[config.mk]
export PLATFORM = sky130hd
export DESIGN_NAME = ogl_gap_loop
export DESIGN_NICKNAME = d
export VERILOG_FILES = /design/src/rtl/ogl_pkg.sv /design/src/rtl/ogl_gap_loop.sv
export SDC_FILE = /design/constraint.sdc
export NUM_CORES = 1
export LEC_CHECK = 0
export BUFFER_PORTS_ARGS = -buffer_cell sky130_fd_sc_hd__buf_2
export CORE_MARGIN = 2
export CORE_UTILIZATION = 50
export CTS_CLUSTER_SIZE = 24
export DETAILED_ROUTE_END_ITERATION = 7
export PLACE_DENSITY = 0.76
export SYNTH_ARGS = -nofsm -noshare
export SYNTH_HDL_FRONTEND = slang
export SYNTH_SLANG_ARGS = --single-unit
[constraint.sdc]
create_clock -name mclk -period 6.2 [get_ports mclk]
set_input_delay 0 -clock mclk [delete_from_list [all_inputs] [get_ports mclk]]
set_output_delay 0 -clock mclk [all_outputs]
set_load 0.01 [all_outputs]
[src/rtl/ogl_pkg.sv]
// constants and carrier types for the gap detect and loopback block
`default_nettype none
package ogl_pkg;
  // link dword with per-byte control flags
  typedef struct packed {
    logic [31:0] data;
    logic [3:0]  k;
  } ogl_dword_t;

  // limits of one gap class, counted in out-of-band unit intervals
  typedef struct packed {
    logic [15:0] may_lo;
    logic [15:0] shall_lo;
    logic [15:0] shall_hi;
    logic [15:0] may_hi;
  } ogl_gap_lim_t;

  // link primitives and control flag patterns
  localparam logic [31:0] PRIM_ALIGN = 32'h7b4a4abc;
  localparam logic [31:0] PRIM_SYNC  = 32'hb5b5957c;
  localparam logic [31:0] PRIM_SOF   = 32'h3737b57c;
  localparam logic [31:0] PRIM_EOF   = 32'hd5d5b57c;
  localparam logic [3:0]  K_PRIM     = 4'h1;
  localparam logic [3:0]  K_DATA     = 4'h0;

  // data frame header: type code in the low byte
  localparam logic [7:0]  FIS_TYPE_DATA = 8'h46;
  localparam logic [31:0] HDR_DATA      = {24'h000000, FIS_TYPE_DATA};

  // frame check and scrambler constants
  localparam logic [31:0] CRC_POLY = 32'h04c11db7;
  localparam logic [31:0] CRC_SEED = 32'h52325032;
  localparam logic [15:0] SCR_SEED = 16'hffff;
  localparam logic [15:0] SCR_TAPS = 16'ha011;

  // defaults for sizes and periods
  localparam int FRAME_PAY_DW = 2048; // longest payload in dwords
  localparam int ALIGN_PERIOD = 256;  // dwords between align pairs
  localparam int INIT_GAPS    = 3;    // valid gaps forming a reset sequence
  localparam int FIFO_DEPTH   = 8;

  // test pattern generator modes
  typedef enum logic [1:0] {
    GEN_OFF     = 2'h0,
    GEN_RAW     = 2'h1,
    GEN_FRAMED  = 2'h2
  } ogl_gen_mode_t;

  // loopback kind requested by a self-test activate frame
  typedef enum logic [1:0] {
    BIST_NONE     = 2'h0,
    BIST_RETIMED  = 2'h1,
    BIST_ANALOG   = 2'h2
  } ogl_bist_t;
endpackage
`default_nettype wire

[src/rtl/ogl_gap_loop.sv]
// gap classifier, loopback control, retiming fifo and test pattern source
`default_nettype none

// synchronous fifo with width and depth parameters
module ogl_fifo #(
  parameter int W     = 36,
  parameter int DEPTH = 8
) (
  // clock and reset
  input  wire logic         mclk,
  input  wire logic         reset_n,
  // fill side
  input  wire logic         in_valid,
  output logic              in_ready,
  input  wire logic [W-1:0] in_data,
  // drain side
  output logic              out_valid,
  input  wire logic         out_ready,
  output logic [W-1:0]      out_data
);
  localparam int AW = $clog2(DEPTH);
  initial begin
    if (DEPTH < 2 || (1 << AW) != DEPTH) begin
      $error("fifo depth must be a power of two");
    end
  end

  logic [W-1:0] mem_r [DEPTH];
  logic [AW:0]  wp_r;
  logic [AW:0]  wp_nxt;
  logic [AW:0]  rp_r;
  logic [AW:0]  rp_nxt;
  logic         push;
  logic         pop;

  // full and empty from pointer wrap bits
  always_comb begin
    in_ready  = !((wp_r[AW] != rp_r[AW]) && (wp_r[AW-1:0] == rp_r[AW-1:0]));
    out_valid = (wp_r != rp_r);
    push      = in_valid && in_ready;
    pop       = out_valid && out_ready;
    wp_nxt    = push ? wp_r + 1'b1 : wp_r;
    rp_nxt    = pop ? rp_r + 1'b1 : rp_r;
    out_data  = mem_r[rp_r[AW-1:0]];
  end

  // pointer registers
  always_ff @(posedge mclk or negedge reset_n) begin
    if (!reset_n) begin
      wp_r <= '0;
      rp_r <= '0;
    end else begin
      wp_r <= wp_nxt;
      rp_r <= rp_nxt;
    end
  end

  // storage, written only on push
  always_ff @(posedge mclk) begin
    if (push) begin
      mem_r[wp_r[AW-1:0]] <= in_data;
    end
  end
endmodule

// top: runs on the recovered link clock
module ogl_gap_loop
  import ogl_pkg::*;
#(
  parameter int  PAY_DW      = FRAME_PAY_DW,
  parameter int  ALIGN_EVERY = ALIGN_PERIOD,
  parameter int  DEPTH       = FIFO_DEPTH,
  parameter bit  HAS_FE_ANA  = 1'b1,
  parameter bit  HAS_NE_ANA  = 1'b1
) (
  // clock and reset
  input  wire logic          mclk,
  input  wire logic          reset_n,
  // squelch detector and unit interval strobe
  input  wire logic          oob_activity,
  input  wire logic          oob_ui_tick,
  input  wire ogl_gap_lim_t  wake_lim,
  input  wire ogl_gap_lim_t  init_lim,
  input  wire logic          accept_may,
  output logic               wake_gap_ok,
  output logic               wake_gap_bad,
  output logic               init_gap_ok,
  output logic               init_gap_bad,
  output logic               init_seq_seen,
  // loopback control
  input  wire logic          bist_req,
  input  wire ogl_bist_t     bist_kind,
  input  wire logic          ne_lb_req,
  input  wire logic          far_quiet,
  output logic               fe_retimed_on,
  output logic               fe_analog_on,
  output logic               ne_analog_on,
  // received dwords from the data_recovery_circuit
  input  wire logic          rx_valid,
  output logic               rx_ready,
  input  wire ogl_dword_t    rx_word,
  // pattern generator control
  input  wire ogl_gen_mode_t gen_mode,
  input  wire logic [31:0]   gen_pattern,
  // toward link scrambler and serializer
  input  wire logic          tx_ready,
  output logic               tx_valid,
  output ogl_dword_t         tx_word,
  output logic               tx_bypass_scr
);
  initial begin
    if (PAY_DW < 1 || PAY_DW > 65535 || ALIGN_EVERY < 4) begin
      $error("frame length or align period out of range");
    end
  end

  // Notes on behaviour
  // - gaps in the optional wake range are accepted when accept_may is set
  // - gaps in the mandatory wake range are always accepted
  // - gaps in forbidden wake ranges are never accepted
  // - optional init/reset range gaps accepted when accept_may is set
  // - mandatory init/reset range gaps are always accepted
  // - forbidden init/reset range gaps are flagged invalid
  // - retimed loopback built in; both analog loopbacks optional
  // - far-end loopbacks entered only on a self-test activate request
  // - retimed loopback held until an init/reset sequence arrives
  // - far-end analog loopback held until an init/reset sequence arrives
  // - looped data comes from the recovered dword stream
  // - align pairs inserted on return path to absorb rate difference
  // - no descrambling in the return path, so scrambling is untouched
  // - returned dwords equal received ones, disparity may differ
  // - near-end analog only while the far end is silent
  // - raw mode repeats one dword with no framing
  // - framed mode sends start, header, payload, check, end in order
  // - align pairs keep coming during framed patterns
  // - payload repeated up to the longest frame length
  // - payload pre-scrambled so the pattern appears on the wire

  localparam int AC_W = $clog2(ALIGN_EVERY + 1);

  // next scrambler state and word over one dword
  function automatic logic [47:0] scr_step(input logic [15:0] s);
    logic [15:0] st;
    logic [31:0] w;
    st = s;
    w  = '0;
    for (int i = 0; i < 32; i++) begin
      w[i] = st[15];
      st   = {st[14:0], 1'b0} ^ (st[15] ? SCR_TAPS : 16'h0000);
    end
    return {st, w};
  endfunction

  // frame check over one dword
  function automatic logic [31:0] crc_step(input logic [31:0] c,
                                           input logic [31:0] d);
    logic [31:0] r;
    r = c;
    for (int i = 31; i >= 0; i--) begin
      r = {r[30:0], 1'b0} ^ ((r[31] ^ d[i]) ? CRC_POLY : 32'h00000000);
    end
    return r;
  endfunction

  // gap class check against the four limits
  function automatic logic gap_valid(input logic [15:0] n,
                                     input ogl_gap_lim_t l,
                                     input logic opt);
    logic mand;
    logic may;
    mand = (n >= l.shall_lo) && (n <= l.shall_hi);
    may  = (n >= l.may_lo) && (n <= l.may_hi);
    return mand || (may && opt);
  endfunction

  // squelch input: three flops, a change counts once two and three agree
  logic [2:0] act_sync_r;
  logic       act_r;
  logic       act_nxt;
  logic       in_gap_r;
  logic       in_gap_nxt;
  logic [15:0] gap_cnt_r;
  logic [15:0] gap_cnt_nxt;
  logic       gap_end;
  logic       wk_ok;
  logic       in_ok;
  logic [1:0] init_run_r;
  logic [1:0] init_run_nxt;
  logic [4:0] gap_out_nxt;

  // gap measurement and classification
  always_comb begin
    act_nxt     = (act_sync_r[1] == act_sync_r[2]) ? act_sync_r[2] : act_r;
    gap_end     = in_gap_r && act_nxt && !act_r;
    in_gap_nxt  = in_gap_r;
    gap_cnt_nxt = gap_cnt_r;
    if (act_r && !act_nxt) begin
      in_gap_nxt  = 1'b1; // last edge of a burst
      gap_cnt_nxt = '0;
    end else if (gap_end) begin
      in_gap_nxt  = 1'b0; // first edge of the next burst
    end else if (in_gap_r && oob_ui_tick && gap_cnt_r != 16'hffff) begin
      gap_cnt_nxt = gap_cnt_r + 16'h0001;
    end
    wk_ok = gap_valid(gap_cnt_r, wake_lim, accept_may);
    in_ok = gap_valid(gap_cnt_r, init_lim, accept_may);
    init_run_nxt = init_run_r;
    gap_out_nxt  = '0;
    if (gap_end) begin
      gap_out_nxt[3:0] = {wk_ok, !wk_ok, in_ok, !in_ok};
      if (!in_ok) begin
        init_run_nxt = '0;
      end else if (init_run_r == 2'(INIT_GAPS - 1)) begin
        init_run_nxt   = '0;
        gap_out_nxt[4] = 1'b1; // init/reset sequence complete
      end else begin
        init_run_nxt = init_run_r + 2'h1;
      end
    end
  end

  always_ff @(posedge mclk or negedge reset_n) begin
    if (!reset_n) begin
      act_sync_r <= '0;
      act_r      <= 1'b0;
      in_gap_r   <= 1'b0;
      gap_cnt_r  <= '0;
      init_run_r <= '0;
      {wake_gap_ok, wake_gap_bad, init_gap_ok, init_gap_bad} <= '0;
      init_seq_seen <= 1'b0;
    end else begin
      act_sync_r <= {act_sync_r[1:0], oob_activity};
      act_r      <= act_nxt;
      in_gap_r   <= in_gap_nxt;
      gap_cnt_r  <= gap_cnt_nxt;
      init_run_r <= init_run_nxt;
      {wake_gap_ok, wake_gap_bad, init_gap_ok, init_gap_bad} <=
        gap_out_nxt[3:0];
      init_seq_seen <= gap_out_nxt[4];
    end
  end

  a_wake_forbidden: assert property (@(posedge mclk) disable iff (!reset_n)
    gap_end && (gap_cnt_r < wake_lim.may_lo || gap_cnt_r > wake_lim.may_hi)
    |=> !wake_gap_ok && wake_gap_bad)
    else $error("forbidden wake gap accepted");
  a_wake_mandatory: assert property (@(posedge mclk) disable iff (!reset_n)
    gap_end && gap_cnt_r >= wake_lim.shall_lo && gap_cnt_r <= wake_lim.shall_hi
    |=> wake_gap_ok)
    else $error("mandatory wake gap missed");
  a_init_forbidden: assert property (@(posedge mclk) disable iff (!reset_n)
    gap_end && (gap_cnt_r < init_lim.may_lo || gap_cnt_r > init_lim.may_hi)
    |=> init_gap_bad && !init_gap_ok)
    else $error("forbidden init gap accepted");
  a_init_mandatory: assert property (@(posedge mclk) disable iff (!reset_n)
    gap_end && gap_cnt_r >= init_lim.shall_lo && gap_cnt_r <= init_lim.shall_hi
    |=> init_gap_ok)
    else $error("mandatory init gap missed");

  // loopback mode machine
  typedef enum logic [3:0] {
    LB_IDLE = 4'b0001,
    LB_FERT = 4'b0010,
    LB_FEAN = 4'b0100,
    LB_NEAN = 4'b1000
  } ogl_lb_st_t;
  ogl_lb_st_t lb_r;
  ogl_lb_st_t lb_nxt;

  always_comb begin
    lb_nxt = lb_r;
    unique case (lb_r)
      LB_IDLE: begin
        if (bist_req && bist_kind == BIST_RETIMED) begin
          lb_nxt = LB_FERT;
        end else if (HAS_FE_ANA && bist_req && bist_kind == BIST_ANALOG) begin
          lb_nxt = LB_FEAN;
        end else if (HAS_NE_ANA && ne_lb_req && far_quiet) begin
          lb_nxt = LB_NEAN;
        end
      end
      LB_FERT: if (init_seq_seen) lb_nxt = LB_IDLE;
      LB_FEAN: if (init_seq_seen) lb_nxt = LB_IDLE;
      LB_NEAN: if (!ne_lb_req || !far_quiet) lb_nxt = LB_IDLE;
      default: lb_nxt = LB_IDLE;
    endcase
  end

  always_ff @(posedge mclk or negedge reset_n) begin
    if (!reset_n) begin
      lb_r <= LB_IDLE;
    end else begin
      lb_r <= lb_nxt;
    end
  end

  assign fe_retimed_on = (lb_r == LB_FERT);
  assign fe_analog_on  = (lb_r == LB_FEAN);
  assign ne_analog_on  = (lb_r == LB_NEAN);

  a_fe_hold: assert property (@(posedge mclk) disable iff (!reset_n)
    (fe_retimed_on || fe_analog_on) && !init_seq_seen |=> $stable(lb_r))
    else $error("far-end loopback left without reset sequence");
  a_fe_entry: assert property (@(posedge mclk) disable iff (!reset_n)
    $rose(fe_retimed_on) || $rose(fe_analog_on) |-> $past(bist_req))
    else $error("far-end loopback entered without request");
  a_ne_quiet: assert property (@(posedge mclk) disable iff (!reset_n)
    ne_analog_on |-> $past(far_quiet))
    else $error("near-end loopback while far end transmits");

  // retiming fifo: received aligns are dropped, the rest kept verbatim
  logic       fifo_in_vld;
  logic       fifo_in_rdy;
  logic       fifo_out_vld;
  logic       fifo_pop;
  ogl_dword_t fifo_out;
  logic       rx_is_align;

  assign rx_is_align = (rx_word.k == K_PRIM) && (rx_word.data == PRIM_ALIGN);
  assign fifo_in_vld = rx_valid && fe_retimed_on && !rx_is_align;
  assign rx_ready    = fifo_in_rdy || !fe_retimed_on || rx_is_align;

  ogl_fifo #(.W($bits(ogl_dword_t)), .DEPTH(DEPTH)) u_fifo (
    .mclk      (mclk),
    .reset_n   (reset_n),
    .in_valid  (fifo_in_vld),
    .in_ready  (fifo_in_rdy),
    .in_data   (rx_word),
    .out_valid (fifo_out_vld),
    .out_ready (fifo_pop),
    .out_data  (fifo_out)
  );

  // framed generator states
  typedef enum logic [5:0] {
    G_IDLE = 6'b000001,
    G_SOF  = 6'b000010,
    G_HDR  = 6'b000100,
    G_PAY  = 6'b001000,
    G_CRC  = 6'b010000,
    G_EOF  = 6'b100000
  } ogl_gen_st_t;
  ogl_gen_st_t gen_r;
  ogl_gen_st_t gen_nxt;
  logic [15:0] pay_cnt_r;
  logic [15:0] pay_cnt_nxt;
  logic [15:0] scr_r;
  logic [15:0] scr_nxt;
  logic [31:0] crc_r;
  logic [31:0] crc_nxt;
  logic [AC_W-1:0] al_cnt_r;
  logic [AC_W-1:0] al_cnt_nxt;
  logic [1:0]  al_pend_r;
  logic [1:0]  al_pend_nxt;
  logic        tx_valid_r;
  ogl_dword_t  tx_word_r;
  ogl_dword_t  tx_word_nxt;
  logic        byp_r;
  logic        byp_nxt;
  logic [47:0] scr_out;

  // output slot choice: align pair, loopback, generator, idle fill
  always_comb begin
    scr_out     = scr_step(scr_r);
    gen_nxt     = gen_r;
    pay_cnt_nxt = pay_cnt_r;
    scr_nxt     = scr_r;
    crc_nxt     = crc_r;
    al_cnt_nxt  = al_cnt_r;
    al_pend_nxt = al_pend_r;
    tx_word_nxt = tx_word_r;
    byp_nxt     = byp_r;
    fifo_pop    = 1'b0;
    // a started frame always runs on to its end marker
    if (gen_mode != GEN_FRAMED && gen_r != G_SOF && gen_r != G_HDR &&
        gen_r != G_PAY && gen_r != G_CRC && gen_r != G_EOF) begin
      gen_nxt = G_IDLE;
    end
    if (tx_ready) begin
      byp_nxt = 1'b0;
      if (al_pend_r != 2'h0) begin
        tx_word_nxt = '{data: PRIM_ALIGN, k: K_PRIM};
        al_pend_nxt = al_pend_r - 2'h1;
      end else begin
        if (al_cnt_r == AC_W'(ALIGN_EVERY - 1)) begin
          al_cnt_nxt  = '0;
          al_pend_nxt = 2'h2; // next two slots carry the align pair
        end else begin
          al_cnt_nxt = al_cnt_r + 1'b1;
        end
        if (fe_retimed_on) begin
          // dword passed unchanged, fill when fifo runs dry
          byp_nxt = 1'b1;
          if (fifo_out_vld) begin
            tx_word_nxt = fifo_out;
            fifo_pop    = 1'b1;
          end else begin
            tx_word_nxt = '{data: PRIM_ALIGN, k: K_PRIM};
          end
        end else if (gen_mode == GEN_RAW && gen_r == G_IDLE) begin
          tx_word_nxt = '{data: gen_pattern, k: K_DATA};
          byp_nxt     = 1'b1;
        end else begin
          tx_word_nxt = '{data: PRIM_SYNC, k: K_PRIM};
          unique case (gen_r)
            G_IDLE: begin
              if (gen_mode == GEN_FRAMED) gen_nxt = G_SOF;
            end
            G_SOF: begin
              tx_word_nxt = '{data: PRIM_SOF, k: K_PRIM};
              scr_nxt     = SCR_SEED;
              crc_nxt     = CRC_SEED;
              pay_cnt_nxt = '0;
              gen_nxt     = G_HDR;
            end
            G_HDR: begin
              tx_word_nxt = '{data: HDR_DATA, k: K_DATA};
              scr_nxt     = scr_out[47:32];
              crc_nxt     = crc_step(crc_r, HDR_DATA);
              gen_nxt     = G_PAY;
            end
            G_PAY: begin
              // scrambler undoes this so the pattern shows on the wire
              tx_word_nxt = '{data: gen_pattern ^ scr_out[31:0], k: K_DATA};
              scr_nxt     = scr_out[47:32];
              crc_nxt     = crc_step(crc_r, gen_pattern ^ scr_out[31:0]);
              pay_cnt_nxt = pay_cnt_r + 16'h0001;
              if (pay_cnt_r == 16'(PAY_DW - 1)) begin
                gen_nxt = G_CRC;
              end
            end
            G_CRC: begin
              tx_word_nxt = '{data: crc_r, k: K_DATA};
              scr_nxt     = scr_out[47:32];
              gen_nxt     = G_EOF;
            end
            G_EOF: begin
              tx_word_nxt = '{data: PRIM_EOF, k: K_PRIM};
              gen_nxt     = G_IDLE;
            end
            default: gen_nxt = G_IDLE;
          endcase
        end
      end
    end
  end

  always_ff @(posedge mclk or negedge reset_n) begin
    if (!reset_n) begin
      gen_r      <= G_IDLE;
      pay_cnt_r  <= '0;
      scr_r      <= SCR_SEED;
      crc_r      <= CRC_SEED;
      al_cnt_r   <= '0;
      al_pend_r  <= '0;
      tx_word_r  <= '{data: PRIM_SYNC, k: K_PRIM};
      tx_valid_r <= 1'b0;
      byp_r      <= 1'b0;
    end else begin
      gen_r      <= gen_nxt;
      pay_cnt_r  <= pay_cnt_nxt;
      scr_r      <= scr_nxt;
      crc_r      <= crc_nxt;
      al_cnt_r   <= al_cnt_nxt;
      al_pend_r  <= al_pend_nxt;
      tx_word_r  <= tx_word_nxt;
      tx_valid_r <= 1'b1;
      byp_r      <= byp_nxt;
    end
  end

  assign tx_valid      = tx_valid_r;
  assign tx_word       = tx_word_r;
  assign tx_bypass_scr = byp_r;

  a_align_pair: assert property (@(posedge mclk) disable iff (!reset_n)
    tx_ready && al_pend_r == 2'h2 |=> tx_word.data == PRIM_ALIGN)
    else $error("align pair not sent");
  a_frame_head: assert property (@(posedge mclk) disable iff (!reset_n)
    tx_ready && gen_r == G_HDR && al_pend_r == 2'h0 && !fe_retimed_on &&
    gen_mode != GEN_RAW |=> tx_word.data[7:0] == FIS_TYPE_DATA)
    else $error("header does not mark a data frame");
  a_loop_data: assert property (@(posedge mclk) disable iff (!reset_n)
    fifo_pop |=> tx_word == $past(fifo_out))
    else $error("looped dword altered");
endmodule
`default_nettype wire

After elaboration in Yosys (flattened, before gate mapping)

Memories as Yosys holds them, arrays and structs flattened.
Cells that the tools add are included.

Muxes and demuxes: 141
Divide/modulo/power cells: 0
Equal/unequal tests: 34
Add/subtract/negate cells: 7
Reduce and logical (&&, ||, !) cells: 56
$lt $le $gt $ge: 8
Multiply operators: 0
Shift operators: 0
Bitwise gates (word level): 132

Operators with widths:

| operator                                              | count |
|---|---|
| XOR 32 x 27 -> 32 bit                                 | 64 |
| two-way mux 27 bit                                    | 64 |
| two-way mux 16 bit                                    | 35 |
| XOR 16 bit                                            | 32 |
| one-hot mux 36 bit (5 select lines)                   | 1 |
| two-way mux 36 bit                                    | 4 |
| one-hot mux 32 bit (3 select lines)                   | 1 |
| greater-or-equal comparator 16 bit                    | 4 |
| <= comparator 16 bit                                  | 4 |
| one-hot mux 16 bit (2 select lines)                   | 2 |
| two-way mux 6 bit                                     | 7 |
| adder 16 x 1 -> 16 bit, second input constant         | 2 |
| equality test 32 x 31 -> 1 bit, second input constant | 1 |
| XOR 1 bit                                             | 32 |
| XOR 32 bit                                            | 1 |
| one-hot mux 6 bit (5 select lines)                    | 1 |
| logical AND 1 bit                                     | 26 |
| two-way mux 4 bit                                     | 5 |
| equality test 16 x 11 -> 1 bit, second input constant | 1 |
| != test 16 bit, second input constant                 | 1 |
| AND reduction 5 bit                                   | 3 |
| two-way mux 1 bit                                     | 14 |
| one-hot mux 4 bit (3 select lines)                    | 1 |
| nonzero test 2 bit                                    | 6 |
| other kinds (40)                                      | 66 |

Memory bits (read-only): 0
Logic and storage cells: 402
Bits in writable memories: 288
Output and inout bits: 47
Memories kept: 1
Input bits: 210
Latch bits: 0
Bits in registers: 159

Memories:

| memory       | depth | width | read ports | clocked after memory_dff | wr ports | RTL line           | source |
|---|---|---|---|---|---|---|---|
| u_fifo.mem_r | 8     | 36    | 1          | 0                        | 1        | ogl_gap_loop.sv:28 | `logic [W-1:0] mem_r [DEPTH];` |

Longest topological paths before layout

Gate-level depths: netlist of run 1.

Word-level depth: 160
Depth in mapped cells: 20
Mapped depth without buffers: 20

Hierarchy

A second synthesis of run 1 with hierarchy kept.

Cells, all modules: 2,574
Area total of the unflattened synthesis: 30,101.4 um2

By module, submodules not included:

| module       | cells an instance | seq. area each (um2) | area an instance (um2) | times used |
|---|---|---|---|---|
| ogl_gap_loop | 2,100             | 3,839.9              | 18,647.9               | 1 |
| ogl_fifo     | 474               | 8,848.5              | 11,453.5               | 1 |

Worst setup path after synthesis of run 1

OpenSTA, ideal clock, no wires.

Kind: register to register
Start point: reg scr_r[12]
End point: reg crc_r[11]
Slack: 0.110 ns
Data arrival time: 5.964 ns
Cell stages (with the launch flop): 18
Path buffers: 1
Data required time: 6.074 ns
Clock period less this slack: 6.090 ns
Library setup time: 0.126 ns
Cells stage by stage: dfstp_2 buf_4 xor3_2 xnor2_1 xnor3_1 xor2_1 xnor3_1 xnor3_1 xor3_2 xor2_2 xnor3_1 xor2_2 xnor3_1 xnor3_2 xor2_1 xnor2_1 a221oi_1 nor2_1

Word-level cells in the longest chain between the ends: 105
Elaborated cells between the ends (all ways): 151
Classes of those cells: mux (58); bitwise (93)

RTL lines:

| element                               | RTL line            | source |
|---|---|---|
| from (decl)                           | ogl_gap_loop.sv:347 | `logic [15:0] scr_r;` |
| from (signal assigned)                | ogl_gap_loop.sv:462 | `scr_r <= scr_nxt;` |
| XOR 16 bit * (3 in a row)             | ogl_gap_loop.sv:149 | `st = {st[14:0], 1'b0} ^ (st[15] ? SCR_TAPS : 16'h0000);` |
| two-way mux 16 bit                    | ogl_gap_loop.sv:149 |  |
| XOR 16 bit                            | ogl_gap_loop.sv:149 |  |
| two-way mux 16 bit                    | ogl_gap_loop.sv:149 |  |
| XOR 16 bit                            | ogl_gap_loop.sv:149 |  |
| two-way mux 16 bit                    | ogl_gap_loop.sv:149 |  |
| XOR 16 bit                            | ogl_gap_loop.sv:149 |  |
| two-way mux 16 bit                    | ogl_gap_loop.sv:149 |  |
| (+82 left out)                        | -                   |  |
| XOR 1 bit                             | ogl_gap_loop.sv:160 | `r = {r[30:0], 1'b0} ^ ((r[31] ^ d[i]) ? CRC_POLY : 32'h00000000);` |
| two-way mux 27 bit                    | ogl_gap_loop.sv:160 |  |
| XOR 32 x 27 -> 32 bit (4 in a row)    | ogl_gap_loop.sv:160 |  |
| XOR 32 x 27 -> 32 bit * (2 in a row)  | ogl_gap_loop.sv:160 |  |
| XOR 1 bit                             | ogl_gap_loop.sv:160 |  |
| two-way mux 27 bit                    | ogl_gap_loop.sv:160 |  |
| XOR 32 x 27 -> 32 bit * (2 in a row)  | ogl_gap_loop.sv:160 |  |
| one-hot mux 32 bit (3 select lines) * | ogl_gap_loop.sv:405 | `unique case (gen_r)` |
| to (signal assigned)                  | ogl_gap_loop.sv:463 | `crc_r <= crc_nxt;` |
| to (decl)                             | ogl_gap_loop.sv:349 | `logic [31:0] crc_r;` |

Mark *: on every way between the ends. The rest lies on a longest branch, timed or not.
A chain may end at the register's enable or synchronous reset.

Final worst setup path of run 1

Start point: reg scr_r[15]
End point: reg crc_r[11]

Word-level cells in the longest chain between the ends: 108
Elaborated cells between the ends (all ways): 154
Classes of those cells: mux (61); bitwise (93)

RTL lines:

| element                               | RTL line |
|---|---|
| two-way mux 16 bit                    | ogl_gap_loop.sv:149 |
| XOR 16 bit                            | ogl_gap_loop.sv:149 |
| two-way mux 16 bit                    | ogl_gap_loop.sv:149 |
| XOR 16 bit                            | ogl_gap_loop.sv:149 |
| two-way mux 16 bit                    | ogl_gap_loop.sv:149 |
| XOR 16 bit                            | ogl_gap_loop.sv:149 |
| two-way mux 16 bit                    | ogl_gap_loop.sv:149 |
| XOR 16 bit                            | ogl_gap_loop.sv:149 |
| (+87 left out)                        | - |
| XOR 1 bit                             | ogl_gap_loop.sv:160 |
| two-way mux 27 bit                    | ogl_gap_loop.sv:160 |
| XOR 32 x 27 -> 32 bit (6 in a row)    | ogl_gap_loop.sv:160 |
| XOR 1 bit                             | ogl_gap_loop.sv:160 |
| two-way mux 27 bit                    | ogl_gap_loop.sv:160 |
| XOR 32 x 27 -> 32 bit                 | ogl_gap_loop.sv:160 |
| XOR 32 x 27 -> 32 bit *               | ogl_gap_loop.sv:160 |
| one-hot mux 32 bit (3 select lines) * | ogl_gap_loop.sv:405 |

Marked as above.

==> impl_metrics.env, run 1 <==
export IMPL_startpoint="scr_r[15]"
export IMPL_status="finished, final reports clean"
export IMPL_cts_buffer_depth=3
export IMPL_grtUsageTotal=0.3000
export IMPL_slew_violations=0
export IMPL_core_area_um2=57810
export IMPL_antenna_found_initial=4
export IMPL_clock_sinks=447
export IMPL_fin_crit_sh=0.9679
export IMPL_synth_area_um2=29250
export IMPL_initial_core_util=0.5060
export IMPL_ys_seq_area_frac=0.4338
export IMPL_drt_wirelength_per_cell_um=24.55
export IMPL_drt_total_wl_mm=90.76
export IMPL_viasPerCell=5.775
export IMPL_critPathSlowestCell="dfstp_2"
export IMPL_end_kind="flop"
export IMPL_n_fill_cell=4585
export IMPL_grt_pass1_vias=21800
export IMPL_gp_congestion=1.006
export IMPL_worstPathMaxFanout=5
export IMPL_final_setup_tns_ns=0
export IMPL_worstReg2RegStart="scr_r[15]"
export IMPL_worstPathCellList="xor3_2 -> buf_4 -> xnor2_4 -> xnor2_4 -> xor3_2 -> xnor3_1 -> xnor3_2 -> xor3_2 -> xnor2_2 -> xnor2_2 -> xnor2_2 -> xnor2_2 -> xor2_2 -> buf_4 -> xor2_4 -> buf_4 -> buf_4 -> xor2_2 -> xnor2_1 -> a221oi_1 -> nor2_1"
export IMPL_max_cap_viol_count=0
export IMPL_synthArstFlopShare=0.3557
export IMPL_max_freq_mhz=166.6
export IMPL_drt_initial_drc_count=2063
export IMPL_seq_area_um2=12690
export IMPL_synthDistinctLibCells=74
export IMPL_slew_headroom=0.2814
export IMPL_skew_ns=0.03024
export IMPL_grt_max_degree=106
export IMPL_synth_top_area_frac=0.2957
export IMPL_syn_avg_cell_area_um2=11.95
export IMPL_synthTopCellsByArea="edfxtp_1 30%, xnor2_1 15%, dfrtp_1 9.4%, ha_1 5.8%, xor2_1 5.7%"
export IMPL_die_area_um2=60450
export IMPL_num_io_pins=257
export IMPL_drc=0
export IMPL_worstPathArrival_ns=6.45
export IMPL_chipWidth_um=245.9
export IMPL_drive_above_1_share=0.2460
export IMPL_worst_skew_pair_late_latency_ns=0.59
export IMPL_synth_edf_count=288
export IMPL_finalWorstPathRequiredPeriod_ns=6.001
export IMPL_fin_nets=3240
export IMPL_max_stage_delay_ns=0.59
export IMPL_cts_made_buffers=45
export IMPL_cp_top_family="XOR/XNOR gates"
export IMPL_htreeDepth=2
export IMPL_synth_common_cells="513 x xnor2_1, 288 x edfxtp_1, 190 x xor2_1"
export IMPL_worstHoldStart="oob_ui_tick"
export IMPL_dp_hpwl_mm=68.00
export IMPL_netlist_instances=2447
export IMPL_synth_top_area_cell="edfxtp_1"
export IMPL_synthMostInstantiatedCell="xnor2_1"
export IMPL_port_buffers=256
export IMPL_grt_overflow=0
export IMPL_ys_ff_latch=447
export IMPL_instances_no_fill=3697
export IMPL_final_util=0.6050
export IMPL_yosysWarnings=0
export IMPL_clk_pin_slew_ns=0.06
export IMPL_worstMarginPinSlew_ns=1.078
export IMPL_die_h_um=245.9
export IMPL_critPathRequiredTime_ns=6.65
export IMPL_hp_class="primary input to flop"
export IMPL_setup_violations=0
export IMPL_multiInputGateArea_um2=16000
export IMPL_cts_root_buf="clkbuf_16"
export IMPL_start_kind="flop"
export IMPL_cts_tree="yes"
export IMPL_via_count=21350
export IMPL_synth_fp_nets=2792
export IMPL_grt_pass1_wl_mm=135.6
export IMPL_synth_flop_cell="edfxtp_1"
export IMPL_hold_viol=0
export IMPL_fp_row_count=88
export IMPL_first_pass_iters=8
export IMPL_syn2layout_area_growth_pct=19.57
export IMPL_cp_num_buf_inv=4
export IMPL_post_place_cells=3517
export IMPL_path_class="flop to flop"
export IMPL_ant_nets=0
-- placed cells by master, fill, tap and decap left out, drive strengths merged, types with 7 or more instances in the layout --
cell type    Yosys  layout
a21o            53      53
a21oi          111     111
a221oi          24      24
a22oi           10      10
buf             25     411
bufinv           0       8
clkbuf          64      53
clkinv           0      11
dfrtp          110     110
dfstp           49      49
dlygate4sd3      0      79
edfxtp         288     288
ha             135     135
inv            134     140
mux2            18      18
mux2i           23      23
mux4            72      72
nand2           89      89
nand2b          28      28
nand3           19      19
nand4           23      23
nor2           120     120
nor2b           20      20
nor3            34      34
nor3b            7       7
nor4             8       8
o21ai           94      94
o22ai           21      21
xnor2          542     542
xnor3           26      26
xor2           205     205
xor3            11      11
-- metal layers --
layer	GRT usage	routed length, µm	vias to the layer above
li1	-	-	9499
met1	0.3990	36530	10700
met2	0.4947	43630	938
met3	0.05206	7052	213
met4	0.1062	3532	4
met5	0	17	-
-- metrics by stage --
stage | worst slack, ns | hold WS (ns) | instance area (µm²)
after floorplan | 0.1103 | -0.2956 | 29250
after global placement | 0.1208 | 0.1394 | 32250
after detailed placement | -0.01427 | 0.1363 | 32250
after CTS | 0.03046 | 0.001882 | 34610
after global routing | -0.05124 | 0.04560 | 34970
final | 0.1990 | 0.01866 | 34970
-- sequential cells by signal (all words and copies together) (netlist names), 2 cells and up --
name and flops:
scr_r 16, u_fifo.mem_r 288, gen_r 6, init_run_r 2, u_fifo.wp_r 4, crc_r 32, pay_cnt_r 16, tx_word 36
u_fifo.rp_r 4, al_cnt_r 9, act_sync_r 3, al_pend_r 2, lb_r 4, gap_cnt_r 16
-- tightest hold or removal path, cell delays in order --
cell and delay [ns]:
buf_2 0.09, nand3_1 0.11, a31oi_1 0.14, xnor2_1 0.17, nor2_1 0.04
-- timing repair --
action,4_1_cts,5_1_grt
hold buffers,79,0
pin swaps,0,13
hold endpoints to repair,420,0
buffers inserted,0,17
setup endpoints to repair,2,12
gates resized for setup,1,30
-- cell type report --
type | instances | share of cell area
Tap cell | 765 | 0.02737
Clock inverter | 30 | 0.01141
Sequential cell | 447 | 0.3630
Timing Repair Buffer | 490 | 0.09281
Antenna cell | 1 | 0.00007156
Clock buffer | 53 | 0.03335
Inverter | 134 | 0.01438
Multi-Input combinational cell | 1777 | 0.4576
-- cell families (layout without fill, tap and decap cells) --
kind of cell / Yosys count / in the layout / share of synthesized area
AOI/OAI and AO/OA: 361 / 361 / 0.07679
xor gates and xnor gates: 784 / 784 / 0.2675
adders and majority gates: 136 / 136 / 0.05809
buffers and inverters: 223 / 707 / 0.02973
DFF: 447 / 447 / 0.4338
muxes: 113 / 113 / 0.07024
other: 1 / 2 / 0.0001282
and+or+nand+nor: 382 / 382 / 0.06365
-- final timing paths --
| check | to | slack (ns) | cells after the start |
|---|---|---|---|
| max in group asynchronous | u_fifo.rp_r[1] | 4.68 | 3 |
| worst max-delay path | crc_r[11] | 0.20 | 21 |
| worst min-delay path | gap_cnt_r[0] | 0.02 | 5 |
| worst max register to register | crc_r[11] | 0.20 | 21 |
| worst min register to register | act_sync_r[1] | 0.37 | 0 |
| min in group asynchronous | gap_cnt_r[3] | 0.10 | 2 |
Power of run 1 is not shown: default switching activity piles up to over one toggle a cycle in this logic, so the estimate is an artifact.
==> run 2, diff against run 1 <==
--- a/config.mk
+++ b/config.mk
@@ -10,7 +10,8 @@
 export CORE_UTILIZATION = 50
 export CTS_CLUSTER_SIZE = 24
 export DETAILED_ROUTE_END_ITERATION = 7
-export PLACE_DENSITY = 0.76
+export PLACE_DENSITY = 0.74
 export SYNTH_ARGS = -nofsm -noshare
 export SYNTH_HDL_FRONTEND = slang
 export SYNTH_SLANG_ARGS = --single-unit
+export TNS_END_PERCENT = 10
==> constraint.sdc (replaced) <==
create_clock -name mclk -period 6.7 [get_ports mclk]
set_input_delay 0 -clock mclk [delete_from_list [all_inputs] [get_ports mclk]]
set_output_delay 0 -clock mclk [all_outputs]
set_load 0.01 [all_outputs]
==> impl_metrics.env, run 2 (synthesis gave the netlist of run 1 again) <==
export IMPL_end_kind="flop"
export IMPL_finalWorstPathRequiredPeriod_ns=6.423
export IMPL_rsz0062_at_grt="false"
export IMPL_gp_congestion=0.9969
export IMPL_syn2layout_area_growth_pct=17.39
export IMPL_critPathRequiredTime_ns=7.20
export IMPL_cp_endpoint="crc_r[6]"
export IMPL_instances_no_fill=3640
export IMPL_die_h_um=245.9
export IMPL_port_buffers=256
export IMPL_first_pass_iters=6
export IMPL_core_area_um2=57810
export IMPL_worstPathMaxFanout=6
export IMPL_slew_violations=0
export IMPL_grt_pass1_wl_mm=135.1
export IMPL_cts_buffer_depth=3
export IMPL_drc=0
export IMPL_clk_pin_slew_ns=0.07
export IMPL_r2r_end="crc_r[6]"
export IMPL_n_fill_cell=4622
export IMPL_cts_root_buf="clkbuf_16"
export IMPL_status="finished, final reports clean"
export IMPL_rr_worst_depth=18
export IMPL_start_kind="flop"
export IMPL_ant_nets=0
export IMPL_mostFrequentLayoutCell="xnor2_1"
export IMPL_worstReg2RegStart="scr_r[14]"
export IMPL_htreeDepth=2
export IMPL_startpoint="scr_r[14]"
export IMPL_initial_core_util=0.5060
export IMPL_dp_hpwl_mm=67.60
export IMPL_setup_ws_ns=0.2767
export IMPL_die_area_um2=60450
export IMPL_largest_reg_flops=288
export IMPL_drt_wirelength_per_cell_um=24.91
export IMPL_post_cts_resized_instances=0
export IMPL_pre_cts_ws_ns=0.1941
export IMPL_multiInputGateArea_um2=15780
export IMPL_drt_initial_drc_count=1982
export IMPL_cts_made_buffers=47
export IMPL_via_count=21020
export IMPL_drt_total_wl_mm=90.66
export IMPL_fp_row_count=88
export IMPL_hold_viol=0
export IMPL_final_setup_tns_ns=0
export IMPL_fin_nets=3179
export IMPL_worstPathArrival_ns=6.92
export IMPL_skew_ns=0.06380
export IMPL_clock_sinks=447
export IMPL_layout_common_cells="513 x xnor2_1, 288 x edfxtp_1, 255 x buf_2"
export IMPL_cts_tree="yes"
export IMPL_max_cap_viol_count=0
export IMPL_seq_area_um2=12690
export IMPL_max_freq_mhz=155.7
export IMPL_grtUsageTotal=0.3011
export IMPL_chipWidth_um=245.9
export IMPL_drive_above_1_share=0.2207
export IMPL_num_io_pins=257
export IMPL_whs_ns=0.05571
export IMPL_post_place_cells=3459
export IMPL_ff2ff_setup_slack_ns=0.28
export IMPL_slew_headroom=0.1601
export IMPL_viasPerCell=5.774
export IMPL_path_class="flop to flop"
export IMPL_worstMarginPinSlew_ns=1.258
export IMPL_antenna_found_initial=3
export IMPL_grt_overflow=0
export IMPL_grt_max_degree=95
export IMPL_fin_crit_sh=0.9587
export IMPL_setup_violations=0
export IMPL_grt_pass1_vias=21260
export IMPL_hp_class="primary input to asynchronous set/reset pin"
export IMPL_worst_skew_pair_late_latency_ns=0.62
==> run 2: how the worst min path moves through the flow <==
stage / start / endpoint / slack, ns / depth (start not counted)
after floorplan: reset_n / act_r / -0.30 / 0
after global placement: oob_activity / act_sync_r[0] / 0.13 / 1
after detailed placement: oob_activity / act_sync_r[0] / 0.13 / 1
after CTS: oob_ui_tick / gap_cnt_r[0] / 0.02 / 5
after global routing: oob_ui_tick / gap_cnt_r[0] / 0.06 / 5
final: reset_n / crc_r[6] / 0.06 / 2
==> run 2: stage by stage <==
stage / utilization / instance area, µm²
floorplan: - / 29250
global placement: 0.5505 / 31820
detailed placement: 0.5505 / 31820
CTS: 0.5930 / 34280
global route: 0.5939 / 34330
finish: 0.5940 / 34340
==> run 2: timing repair <==
item                                    CTS  global route
endpoints found under the hold margin   423             0
setup buffers                             0             7
endpoints found under the setup margin    0             4
hold buffers                             84             0
==> run 2: worst max-delay path, cell delays in order (launching register included) <==
cell and delay (ns):
dfstp_2 0.65, xor3_2 0.48, xnor3_2 0.34, xnor3_1 0.50, xnor2_2 0.26, xnor3_1 0.48
xnor3_1 0.47, xor3_2 0.51, xnor2_1 0.31, xnor2_1 0.23, xnor2_1 0.15, xnor2_2 0.33
xor2_2 0.33, xor2_4 0.34, xor2_4 0.24, xnor2_2 0.14, xor2_1 0.16, a221oi_1 0.33
a21oi_1 0.07
==> run 2: metal layers <==
metal / GRT usage / wire, µm
met5: 0 / 0
met4: 0.1150 / 3765
met3: 0.05118 / 6469
met2: 0.4940 / 43440
met1: 0.4001 / 36980
==> run 2: area by class of cell <==
class / count / area share
Multi-Input combinational cell: 1777 / 0.4595
Clock inverter: 21 / 0.008636
Inverter: 134 / 0.01465
Timing Repair Buffer: 427 / 0.08101
Sequential cell: 447 / 0.3697
Clock buffer: 67 / 0.03848
Antenna cell: 2 / 0.0001458
Tap cell: 765 / 0.02788
Power of run 2 is left out for the same reason.
